[config.mk]
export PLATFORM = sky130hd
export DESIGN_NAME = psoe_top
export DESIGN_NICKNAME = d
export VERILOG_FILES = /design/src/design/psoe_pkg.sv /design/src/design/psoe_top.sv
export VERILOG_INCLUDE_DIRS = /design/src /design/src/design
export SDC_FILE = /design/constraint.sdc
export NUM_CORES = 1
export LEC_CHECK = 0
export ABC_AREA = 1
export BUFFER_PORTS_ARGS = -buffer_cell sky130_fd_sc_hd__buf_2
export CORE_ASPECT_RATIO = 1.75
export CORE_MARGIN = 1.5
export CORE_UTILIZATION = 50
export DETAILED_ROUTE_END_ITERATION = 16
export PLACE_DENSITY = 0.88
export SLEW_MARGIN = 25
export SYNTH_ARGS = -nofsm -noshare
export SYNTH_HDL_FRONTEND = slang
export SYNTH_SLANG_ARGS = --single-unit
[constraint.sdc]
create_clock -name SYS_CLK_I -period 1.15 [get_ports SYS_CLK_I]
set_input_delay 0.115 -clock SYS_CLK_I [delete_from_list [all_inputs] [get_ports SYS_CLK_I]]
set_output_delay 0.115 -clock SYS_CLK_I [all_outputs]
set_load 0.01 [all_outputs]
[src/design/psoe_regs.svh]
`ifndef PSOE_REGS_SVH
`define PSOE_REGS_SVH
// ==========================================
// port map
`define PSOE_PORT_CTRL 3'h6
`define PSOE_CTRL_RST 8'h00
`define PSOE_STAT_RST 8'hFF
`define PSOE_SELF_BIT 6
`endif

[src/design/psoe_pkg.sv]
`default_nettype none
package psoe_pkg;
  // ==========================================
  // state
  typedef struct packed {
    logic [7:0] ctrl;
    logic [7:0] stat;
    logic [7:0] rdata;
    logic rvalid;
    logic [7:0] oe_n;
    logic [7:0] strobe_s1;
    logic [7:0] strobe_s2;
    logic [7:0] ext_s1;
    logic [7:0] ext_s2;
  } psoe_state_t;
endpackage : psoe_pkg
`default_nettype wire

[src/design/psoe_top.sv]
// Behaviour
// - status read gives bit n =1 empty, 0 full for input port n
// - ports decode at base plus port number; control/status at base+6
// - control bits drive output enables of the other output ports
// - bit 0 =0 floats port 0 unless external enable low; =1 drives
// - bits 1-5 and 7 govern like-numbered ports
// - bit 6 gates no port; port 6 free of software control
// - port enabled when control bit 1 or external enable low
// - control keeps working even while port 6 drivers float
// - polling and software enable separately removable at build time
// - both removed: port 6 is standard, enables from external lines only
// - strobe high clears flag to full; CPU read of port sets empty
// - reset clears control and forces all enables high, floating ports 0-7
`include "psoe_regs.svh"
`default_nettype none
module psoe_top #(
  parameter bit POLL_EN = 1'b1,
  parameter bit SWOE_EN = 1'b1,
  parameter logic [7:0] BASE_ADDR = 8'h00
) (
  // clock and reset
  input wire logic SYS_CLK_I,
  input wire logic RESET_N_I,
  // cpu i/o bus
  input wire logic [7:0] ADDR_I,
  input wire logic IO_RD_I,
  input wire logic IO_WR_I,
  input wire logic [7:0] WDATA_I,
  output logic [7:0] RDATA_O,
  output logic RVALID_O,
  // port handshake pins
  input wire logic [7:0] LATCH_STROBE_I,
  input wire logic [7:0] EXT_OE_N_I,
  // output enables, low while driving
  output logic [7:0] PORT_OE_N_O,
  // self port data from control register
  output logic [7:0] CTRL_O
);
  // ==========================================
  // state
  psoe_pkg::psoe_state_t s_reg;
  psoe_pkg::psoe_state_t s_next;
  logic [7:0] offs;
  logic hit;
  logic [2:0] pnum;

  always_comb
  begin
    s_next = s_reg;
    offs = ADDR_I - BASE_ADDR;
    hit = (offs[7:3] == 5'h00);
    pnum = offs[2:0];
    s_next.strobe_s1 = LATCH_STROBE_I;
    s_next.strobe_s2 = s_reg.strobe_s1;
    s_next.ext_s1 = EXT_OE_N_I;
    s_next.ext_s2 = s_reg.ext_s1;
    s_next.rvalid = 1'b0;
    // ==========================================
    // register access
    if (hit && IO_WR_I && pnum == `PSOE_PORT_CTRL && SWOE_EN)
    begin
      s_next.ctrl = WDATA_I;
    end
    if (hit && IO_RD_I)
    begin
      s_next.rvalid = 1'b1;
      if (pnum == `PSOE_PORT_CTRL && POLL_EN)
      begin
        s_next.rdata = s_reg.stat;
      end
      else
      begin
        s_next.rdata = 8'h00;
      end
    end
    // ==========================================
    // status flags; strobe wins over read
    for (int i = 0; i < 8; i++)
    begin
      if (hit && IO_RD_I && pnum == i[2:0])
      begin
        s_next.stat[i] = 1'b1;
      end
      if (s_reg.strobe_s2[i])
      begin
        s_next.stat[i] = 1'b0;
      end
    end
    if (!POLL_EN)
    begin
      s_next.stat = `PSOE_STAT_RST;
    end
    // ==========================================
    // output enables
    for (int i = 0; i < 8; i++)
    begin
      if (i == `PSOE_SELF_BIT || !SWOE_EN)
      begin
        s_next.oe_n[i] = s_reg.ext_s2[i];
      end
      else
      begin
        s_next.oe_n[i] = ~(s_next.ctrl[i] | ~s_reg.ext_s2[i]);
      end
    end
    if (!RESET_N_I)
    begin
      s_next = '0;
      s_next.ctrl = `PSOE_CTRL_RST;
      s_next.stat = `PSOE_STAT_RST;
      s_next.oe_n = 8'hFF;
      s_next.ext_s1 = 8'hFF;
      s_next.ext_s2 = 8'hFF;
    end
  end

  always_ff @(posedge SYS_CLK_I)
  begin
    s_reg <= s_next;
  end

  assign RDATA_O = s_reg.rdata;
  assign RVALID_O = s_reg.rvalid;
  assign PORT_OE_N_O = s_reg.oe_n;
  assign CTRL_O = s_reg.ctrl;
endmodule : psoe_top
`default_nettype wire

Yosys cells after proc, flatten, opt, wreduce, memory -nomap -nowiden
Index checks and enable logic that the tools add are counted.
{"block": "op_classes", "mux": 19, "n_reduce_logical": 21, "bitwise": 21, "eq_ne": 7}
{"operator": "two-way mux 1 bit", "n": 17}
{"operator": "two-way mux 8 bit", "n": 2}
{"operator": "nonzero test 2 bit", "n": 8}
{"operator": "NOT 1 bit", "n": 14}
{"operator": "== test 3 bit, second input constant", "n": 4}
{"operator": "logical AND 1 bit", "n": 11}
{"operator": "OR 1 bit", "n": 7}
{"operator": "== test 3 x 2 -> 1 bit, second input constant", "n": 2}
{"operator": "logical NOT 5 bit", "n": 1}
{"operator": "== test 3 x 1 -> 1 bit, second input constant", "n": 1}
{"operator": "logical NOT 3 bit", "n": 1}
{"block": "word_totals", "reg_bits": 65, "output_inout_bits": 25, "input_bits": 36}

Depth between registers and ports, before layout
Gate-level depths: netlist of the first run.
{"block": "depth", "word_depth": 6, "depth_mapped": 8, "ltp_nobuf": 7}

Least setup slack after synthesis of the first run
OpenSTA, ideal clock, no wires.
{"block": "synth_path", "kind": "input port to flip-flop", "startpoint": "input port ADDR_I[6]", "endpoint": "register s_reg (netlist bit PORT_OE_N_O[5])", "setup_time_ps": 126, "path_slack_ps": 164, "arrival_time_ps": 861, "cell_stages": 7, "required_time_ps": 1024, "cell_sequence": "nor2_1 nand2_1 nor2_8 buf_4 nand3_2 nand3_1 nand2_1"}
{"block": "synth_between", "elab_chain_len": 6}
{"element": "from (decl)", "line_no": "psoe_top.sv:25", "text": "input wire logic [7:0] ADDR_I,"}
{"element": "logical NOT 5 bit", "line_no": "psoe_top.sv:51", "text": "hit = (offs[7:3] == 5'h00);"}
{"element": "logical AND 1 bit", "line_no": "psoe_top.sv:60", "text": "if (hit && IO_WR_I && pnum == `PSOE_PORT_CTRL && SWOE_EN)"}
{"element": "logical AND 1 bit (no source line)"}
{"element": "two-way mux 8 bit", "line_no": "psoe_top.sv:60"}
{"element": "OR 1 bit", "line_no": "psoe_top.sv:103", "text": "s_next.oe_n[i] = ~(s_next.ctrl[i] | ~s_reg.ext_s2[i]);"}
{"element": "NOT 1 bit", "line_no": "psoe_top.sv:103"}
{"element": "to (signal assigned)", "line_no": "psoe_top.sv:119", "text": "s_reg <= s_next;"}
{"element": "to (decl)", "line_no": "psoe_top.sv:41", "text": "psoe_pkg::psoe_state_t s_reg;"}
Every way passes these cells.
A chain may end at the register's enable or synchronous reset.

Worst setup path after layout of the first run
{"block": "layout_path", "startpoint": "input port ADDR_I[6]", "endpoint": "register s_reg[52] (netlist bit)"}
{"block": "layout_between", "elab_chain_len": 4}
{"element": "logical NOT 5 bit", "line_no": "psoe_top.sv:51"}
{"element": "logical AND 1 bit (2 in series)", "line_no": "psoe_top.sv:80", "text": "if (hit && IO_RD_I && pnum == i[2:0])"}
{"element": "nonzero test 2 bit (no source line)"}
Every way passes these cells.

==> results of run 1 <==
## metal layers
metal,share of wire,up-vias,global-route usage
li1,-,985,-
met2,0.52,63,0.329
met4,0.043,0,0.145
met3,0.047,25,0.0638
met1,0.39,825,0.174
met5,0,-,0
## synth_stat cells (all sizes together)
library cell	instances	share of area
nor3	3	0.0061
dfxtp	65	0.53
nand4	1	0.0026
clkbuf	8	0.012
a21oi	16	0.033
inv	40	0.061
nand2	67	0.11
buf	26	0.081
nand3	32	0.079
nor2	17	0.039
or2	17	0.044
## tightest hold or removal path: cells and delay by family
kind                   cells  cell delay [ps]
AND/OR/NAND/NOR            1               70
buffers and inverters      1              100
AO/OA/AOI/OAI              1               60
## report_power, final
group          internal [mW]  total [mW]  switching [mW]
Combinational          0.151       0.311           0.160
Clock                   1.28        2.11           0.830
Sequential              2.33        2.34          0.0182
## layout make-up
cell class                 instances  area, um2  area share
sequential                        65       1300       0.432
multi-input combinational        153        763       0.253
timing repair buffer              83        513       0.170
inverter                          40        150      0.0498
clock buffer                      11        141      0.0469
clock inverter                     5       78.8      0.0262
tap                               52       65.1      0.0216
## through the flow
stage	setup TNS [ps]	setup slack, ps	std cells
2_1_floorplan	0	164	292
3_3_place_gp	-792	-66.1	377
3_5_place_dp	-1770	-116	377
4_1_cts	0	195	409
5_1_grt	0	87.7	409
6_report	0	206	409
## kinds of logic after synthesis
| family | count (synthesis) | share of synthesized area |
|---|---|---|
| simple gates | 137 | 0.280 |
| buf+inv | 74 | 0.155 |
| flops | 65 | 0.533 |
| compound gates | 16 | 0.0328 |
## worst max path at each step
stage	to	cells past startpoint
4_1_cts	CTRL_O[0]	1
3_3_place_gp	s_reg[50]$_SDFFE_PN1P_	9
3_5_place_dp	PORT_OE_N_O[7]$_SDFF_PN1_	7
6_report	s_reg[52]$_SDFFE_PN1P_	9
2_1_floorplan	PORT_OE_N_O[5]$_SDFF_PN1_	7
5_1_grt	s_reg[50]$_SDFFE_PN1P_	9
==> metrics, run 1 <==
most frequent cells in the layout dfxtp_1 (65), nand2_1 (63), buf_2 (60), inv_1 (40), nand3_1 (27); total nets after synthesis 328; die area 5330 um2; synthesized area 2440 um2; max-cap viol count 0; drt total wl 4450 um; die extent in y 95.5 um; vias per inst 4.64; wire length per cell 10.9 um; IO buf count 60; post-CTS resize count 0; antenna diode count 0; worst flop-to-flop path startpoint s_reg[51]$_SDFFE_PN1P_; Worst Path Max Fanout 21; clock root buffer clkbuf_8; largest net degree at the start of global routing 32; most common cell after layout, fill and taps aside dfxtp_1; share of layout cells above drive strength 1 0.308; Congestion Overflow GR 0; Placeable Area 4710 um2; post-synthesis register bit count 65; final hold vios 0; Worst R2R End RDATA_O[2]$_SDFFE_PN0P_; DRT Pass-1 Iters 4; Global Route Usage Sum 0.186; area delta synth->final 23.3%; synth unique cells 17; FILL cells 411; min cycle time layout 944 ps; power per cell area 1580 nW/um2; DRC viols 0; CTS Buffer Depth 2; initial antenna violation count 0; Final setup viols 0; RSZ-0062 raised after global routing no; total power 4.76 mW; CTS sink cnt 65; worst r2r path cells 4; routed vias 1898; CP max stage cell nor2_8; YS warnings 0; Syn Inst Count 292; first-pass GRT wire length 7650 um; cell repeated most along the worst path nand2_1; die width 55.8 um; worst vdd ir 1340 uV; hold path startpoint WDATA_I[6]; hold path endpoint CTRL_O[6]$_SDFFE_PN0N_; relative slew slack 0.748; Startpoint Class input port; total CTS buffers 9; Initial DRC Count 31; hold slack 50.2 ps; Worst Setup End Kind flop; Worst-Skew Late Latency 330 ps; Peak Freq 1.06 GHz; Hold/Removal Path Class in2reg; critical setup path kind in2reg; Final nets 388; Seq/Total Area, Yosys 0.533; Worst-Margin Slew 377 ps; Worst Path Required 1420 ps; Starting Density 0.519; Avg Cell Area, Syn 8.37 um2; Worst Hold Depth 3; leakage 1.58 nW; row count 33; Post-CTS Setup Repair Bufs 0; FF-to-FF setup slack 380 ps; Post-DP Area 2630 um2; Post-Route Utilization 0.640; Period Utilization, post-route 0.821; gpl congestion 0.901; CP top delay family simple AND/OR/NAND/NOR gates; clock transition at the registers of the reported paths 70 ps; status finished, final reports clean; Largest stage delay, worst path 290 ps; num ports 61; max reg flops 40; Crit path arrival time 1220 ps; crit-path cells buf_2 > nor2_1 > nand2_1 > nor2_8 > buf_4 > nand3_1 > nand2_1 > nand2_1 > nand2_1; CP Launch Point ADDR_I[6]; post-route cell area 3010 um2; H-tree depth 3; CTS Hold Bufs 16; number of nets still failing antenna checks after routing 0; Final HPWL DP 3030 um; Slew Limit Fails 0; TritonCTS clock tree done; clock skew 7.82 ps; Buf/Inv on CP 2; vias in the first global route 1914
No activity file was read; power rests on OpenSTA's default activity.
==> inputs of run 2 (changes only) <==
- CORE_UTILIZATION: 50 -> 47
- PLACE_DENSITY: 0.88 -> 0.87
- clock period: 1.15 -> 0.8 ns (I/O delays scaled with it)
==> run 2 against run 1 <==
The flow now finishes with violations (setup timing). First-iteration DRC count is 100% higher. Critical path depth fell by 8. Setup slack got worse by 270 ps. Register-to-register slack got worse by 400 ps. Flip-flop and latch count unchanged. Sequential share of layout area is 4.1 points lower. Sequential power rose by 44%. Power grew 42%. Global-route usage down 1.7 points. Combinational power rose by 73%. Core utilization rose by 4.1 points. Non-clock buffer count is 16 higher. Critical path type is now reg2out.
==> metrics, run 2 (synthesis gave the netlist of run 1 again) <==
status finished with violations; failing checks setup timing; Startpoint Class flop; Worst-Margin Slew 294 ps; clock skew 14.2 ps; CTS sink cnt 65; Final WS setup -66.5 ps; area delta synth->final 38.8%; clock transition at the registers of the reported paths 80 ps; vias per inst 4.57; DRT Pass-1 Iters 4; Crit path arrival time 790 ps; relative slew slack 0.804; pre-CTS setup slack -316 ps; CP top delay family flip-flops; Worst-Skew Late Latency 330 ps; Global Route Usage Sum 0.170; worst r2r path cells 4; Final setup viols 26; max reg flops 40; critical setup path kind reg2out; Worst Hold Depth 3; CP max stage cell dfxtp_2; vias in the first global route 1814; final hold vios 0; routed wl met3 189 um; first-pass GRT wire length 7310 um; die width 57.5 um; routed vias 1954; Period Utilization, post-route 1.08; Post-Route Utilization 0.681; drt total wl 4610 um; DR top layer met4; min cycle time layout 866 ps; Worst Setup End Kind primary output; IO buf count 60; instance count on the critical path 1; clock root buffer clkbuf_8; wire length per cell 10.8 um; total CTS buffers 9; Metal-1 WL 1670 um; gpl congestion 0.841; Largest stage delay, worst path 340 ps; die extent in y 98.4 um; initial antenna violation count 0; worst vdd ir 1580 uV; max-cap viol count 0; RSZ-0062 raised after global routing yes; Peak Freq 1.15 GHz; CTS Buffer Depth 2; most common cell after layout, fill and taps aside nand2_1; crit-path cells buf_6; placed cell count 386; leakage 1.70 nW; Slew Limit Fails 0; die area 5660 um2; power per cell area 2000 nW/um2; most frequent cells in the layout nand2_1 (62), dfxtp_1 (45), buf_2 (43), inv_1 (36), nand3_1 (23); Worst Path Required 720 ps; met2 WL 2630 um; number of nets still failing antenna checks after routing 0; antenna diode count 0; Starting Density 0.491; Worst Path Max Fanout 1; Initial DRC Count 63; Placeable Area 4980 um2; non-filler cells, final 428; row count 34; largest net degree at the start of global routing 32; Final nets 405; Hold/Removal Path Class in2reg; Final HPWL DP 2910 um; Buf/Inv on CP 1; TritonCTS clock tree done; setup total negative slack -1090 ps; H-tree depth 3; share of layout cells above drive strength 1 0.430; FILL cells 385; num ports 61; DRC viols 0; Congestion Overflow GR 0
==> run 2: cell count changes in the layout (fill, tap and decap cells not counted), sizes merged <==
cell | previous run | this run
clkinv | 3 | 2
buf | 67 | 81
dlygate4sd3 | 16 | 18
inv | 40 | 42
nor2 | 17 | 18
bufinv | 2 | 1
==> run 2: worst paths after layout <==
check                                                from                 endpoint  slack (ps)
worst min-delay path                           WDATA_I[3]     CTRL_O[3]$_SDFF_PN0_          10
worst max-delay path            PORT_OE_N_O[4]$_SDFF_PN1_           PORT_OE_N_O[4]         -70
worst max register to register     s_reg[56]$_SDFFE_PN1P_  RDATA_O[7]$_SDFFE_PN0P_         -20
worst min register to register       s_reg[24]$_SDFF_PN0_     s_reg[16]$_SDFF_PN0_         410
==> run 2: cell type report <==
class | instances | area, um2 | share of cell area
clock buffers | 11 | 151 | 0.0446
clock inverters | 5 | 61.3 | 0.0181
repair buffers | 99 | 793 | 0.234
multi-input cells | 154 | 828 | 0.244
well taps | 54 | 67.6 | 0.0199
flip-flops and latches | 65 | 1330 | 0.391
inverters | 40 | 163 | 0.0480
==> run 2: metal layers <==
metal  track usage  up-vias
li1              -     1020
met1         0.152      866
met2         0.309       60
met3        0.0477        8
met4         0.120        0
met5             0        -
==> run 2: metrics by stage <==
step | cell area (um2) | power [mW] | hold slack [ps]
3_3_place_gp | 2770 | 3.88 | 260
4_1_cts | 3310 | 6.81 | 4.17
2_1_floorplan | 2490 | 3.69 | 173
6_report | 3390 | 6.77 | 14.5
5_1_grt | 3390 | 7.05 | 2.85
3_5_place_dp | 2770 | 3.89 | 263
==> run 2: timing repair <==
item | 4_1_cts | 5_1_grt
pin swaps | 1 | 10
resized for setup | 34 | 15
endpoints found under the hold margin | 18 | 0
endpoints found under the setup margin | 26 | 39
hold buffers | 18 | 0
gates cloned | 0 | 2
setup buffers | 3 | 3
==> run 2: power by group <==
part | leakage, nW | switching, mW | internal, mW
clock network | 0.110 | 1.23 | 1.63
logic | 1.05 | 0.261 | 0.278
registers | 0.540 | 0.0272 | 3.34
==> inputs of run 3 (changes only) <==
- PLACE_DENSITY: 0.87 -> 0.76
==> run 3 against run 2 <==
The flow still finishes with violations (setup timing). Largest cell class unchanged. Cell area decreased by 1.9%. Combinational power decreased by 3%. Largest power group unchanged. Core utilization decreased by 1.3 points. Sequential share of layout area increased by 0.92 points.
==> metrics, run 3 (synthesis gave the netlist of run 1 again) <==
FILL cells 402; crit-path cells buf_6; Hold/Removal Path Class in2reg; CP Launch Point CTRL_O[3]$_SDFF_PN0_; antenna diode count 0; Initial DRC Count 46; RSZ-0062 raised after global routing yes; clock root buffer clkbuf_8; die extent in y 98.4 um; Worst Setup End Kind primary output; Final setup viols 25; largest net degree at the start of global routing 32; H-tree depth 3; instance count on the critical path 1; wire length per cell 10.2 um; non-filler cells, final 422; TritonCTS clock tree done; worst flop-to-flop path startpoint s_reg[50]$_SDFFE_PN1P_; failing checks setup timing; max-cap viol count 0; Final nets 401; share of layout cells above drive strength 1 0.424; Worst Path Required 720 ps; Final HPWL DP 3060 um; drt total wl 4290 um; CP max stage cell dfxtp_2; relative slew slack 0.797; FF-to-FF setup slack 50 ps; most frequent cells in the layout nand2_1 (62), dfxtp_1 (41), inv_1 (37), buf_2 (36), buf_6 (25); critical setup path kind reg2out; Worst Path Max Fanout 2; Worst R2R End RDATA_O[1]$_SDFFE_PN0P_; Placeable Area 4980 um2; vias in the first global route 1756; min cycle time layout 845 ps; number of nets still failing antenna checks after routing 0; DRC viols 0; CTS Buffer Depth 2; Largest stage delay, worst path 330 ps; gpl congestion 0.859; Worst-Margin Slew 304 ps; status finished with violations; most common cell after layout, fill and taps aside nand2_1; IO buf count 60; Peak Freq 1.18 GHz; die width 57.5 um; clock transition at the registers of the reported paths 70 ps; routed vias 1903; max reg flops 40; worst vdd ir 1840 uV; placed cell count 390; row count 34; pre-CTS setup slack -282 ps; clock skew 5.76 ps; final hold vios 0; CP endpoint CTRL_O[3]; Buf/Inv on CP 1; Starting Density 0.491; leakage 1.67 nW; Worst-Skew Late Latency 320 ps; area delta synth->final 36.1%; Period Utilization, post-route 1.06; Global Route Usage Sum 0.162; Crit path arrival time 770 ps; num ports 61; vias per inst 4.51; CTS sink cnt 65; power per cell area 1880 nW/um2; first-pass GRT wire length 7110 um; initial antenna violation count 0; Startpoint Class flop; CP top delay family flip-flops; total CTS buffers 9; Final WS setup -45.0 ps; worst r2r path cells 4; Slew Limit Fails 0; die area 5660 um2; Congestion Overflow GR 0; DRT Pass-1 Iters 4
run 3: cell types whose count changed in the layout (fill, tap and decap cells not counted), sizes merged:
cell and delta:
nor2 -1, clkinvlp +1, dlygate4sd3 -2, buf -1, bufinv -1, inv -2
run 3: worst register-to-register path, cell delays in order (launching register included):
cell and delay (ps):
dfxtp_1 310, inv_1 50, nor2_1 100, nand3_1 90, a21oi_1 130
run 3: layer usage:
metal,GRT usage,share of wire,up-vias
met3,0.0424,0.039,12
met4,0.107,0.027,0
met1,0.179,0.41,840
li1,-,-,1005
met5,0,0,-
met2,0.266,0.52,46
run 3: report_power, final:
group | switching [mW] | internal, mW
sequential | 0.0286 | 3.35
clock | 1.11 | 1.25
combinational | 0.247 | 0.278
total | 1.39 | 4.87
run 3: area by class of cell:
type / count / area, um2 / share of cell area
sequential: 65 / 1330 / 0.400
timing repair buffer: 96 / 802 / 0.241
multi-input combinational: 153 / 793 / 0.239
inverter: 40 / 163 / 0.0489
clock buffer: 11 / 151 / 0.0455
tap: 54 / 67.6 / 0.0203
clock inverter: 3 / 17.5 / 0.00527
run 3: how the worst min path moves through the flow:
stage / start / endpoint / slack, ps / depth (start not counted)
finish: WDATA_I[6] / CTRL_O[6]$_SDFFE_PN0N_ / 10 / 3
global route: WDATA_I[4] / CTRL_O[4]$_SDFF_PN0_ / 10 / 3
CTS: WDATA_I[6] / CTRL_O[6]$_SDFFE_PN0N_ / 0.6 / 3
detailed placement: LATCH_STROBE_I[2] / s_reg[26]$_SDFF_PN0_ / 260 / 3
global placement: LATCH_STROBE_I[6] / s_reg[30]$_SDFF_PN0_ / 260 / 3
floorplan: RESET_N_I / s_reg[16]$_SDFF_PN0_ / 170 / 2
run 3: metrics by stage:
| stage | hold WS (ps) | instance area (um2) | setup TNS [ps] | utilization | total power, mW |
|---|---|---|---|---|---|
| 5_1_grt | 11.1 | 3330 | -1640 | 0.668 | 6.54 |
| 2_1_floorplan | 173 | 2490 | -975 | - | 3.69 |
| 3_5_place_dp | 263 | 2800 | -6980 | 0.562 | 3.90 |
| 3_3_place_gp | 261 | 2800 | -6300 | 0.562 | 3.89 |
| 4_1_cts | 0.568 | 3300 | -1270 | 0.662 | 6.31 |
| 6_report | 14.8 | 3330 | -867 | 0.668 | 6.26 |
run 3: repair_timing:
action	in CTS	in global routing
hold endpoints to repair	16	0
gates resized for setup	40	11
hold buffers	16	0
setup endpoints to repair	25	28
pin swaps	0	3
buffers inserted	3	0
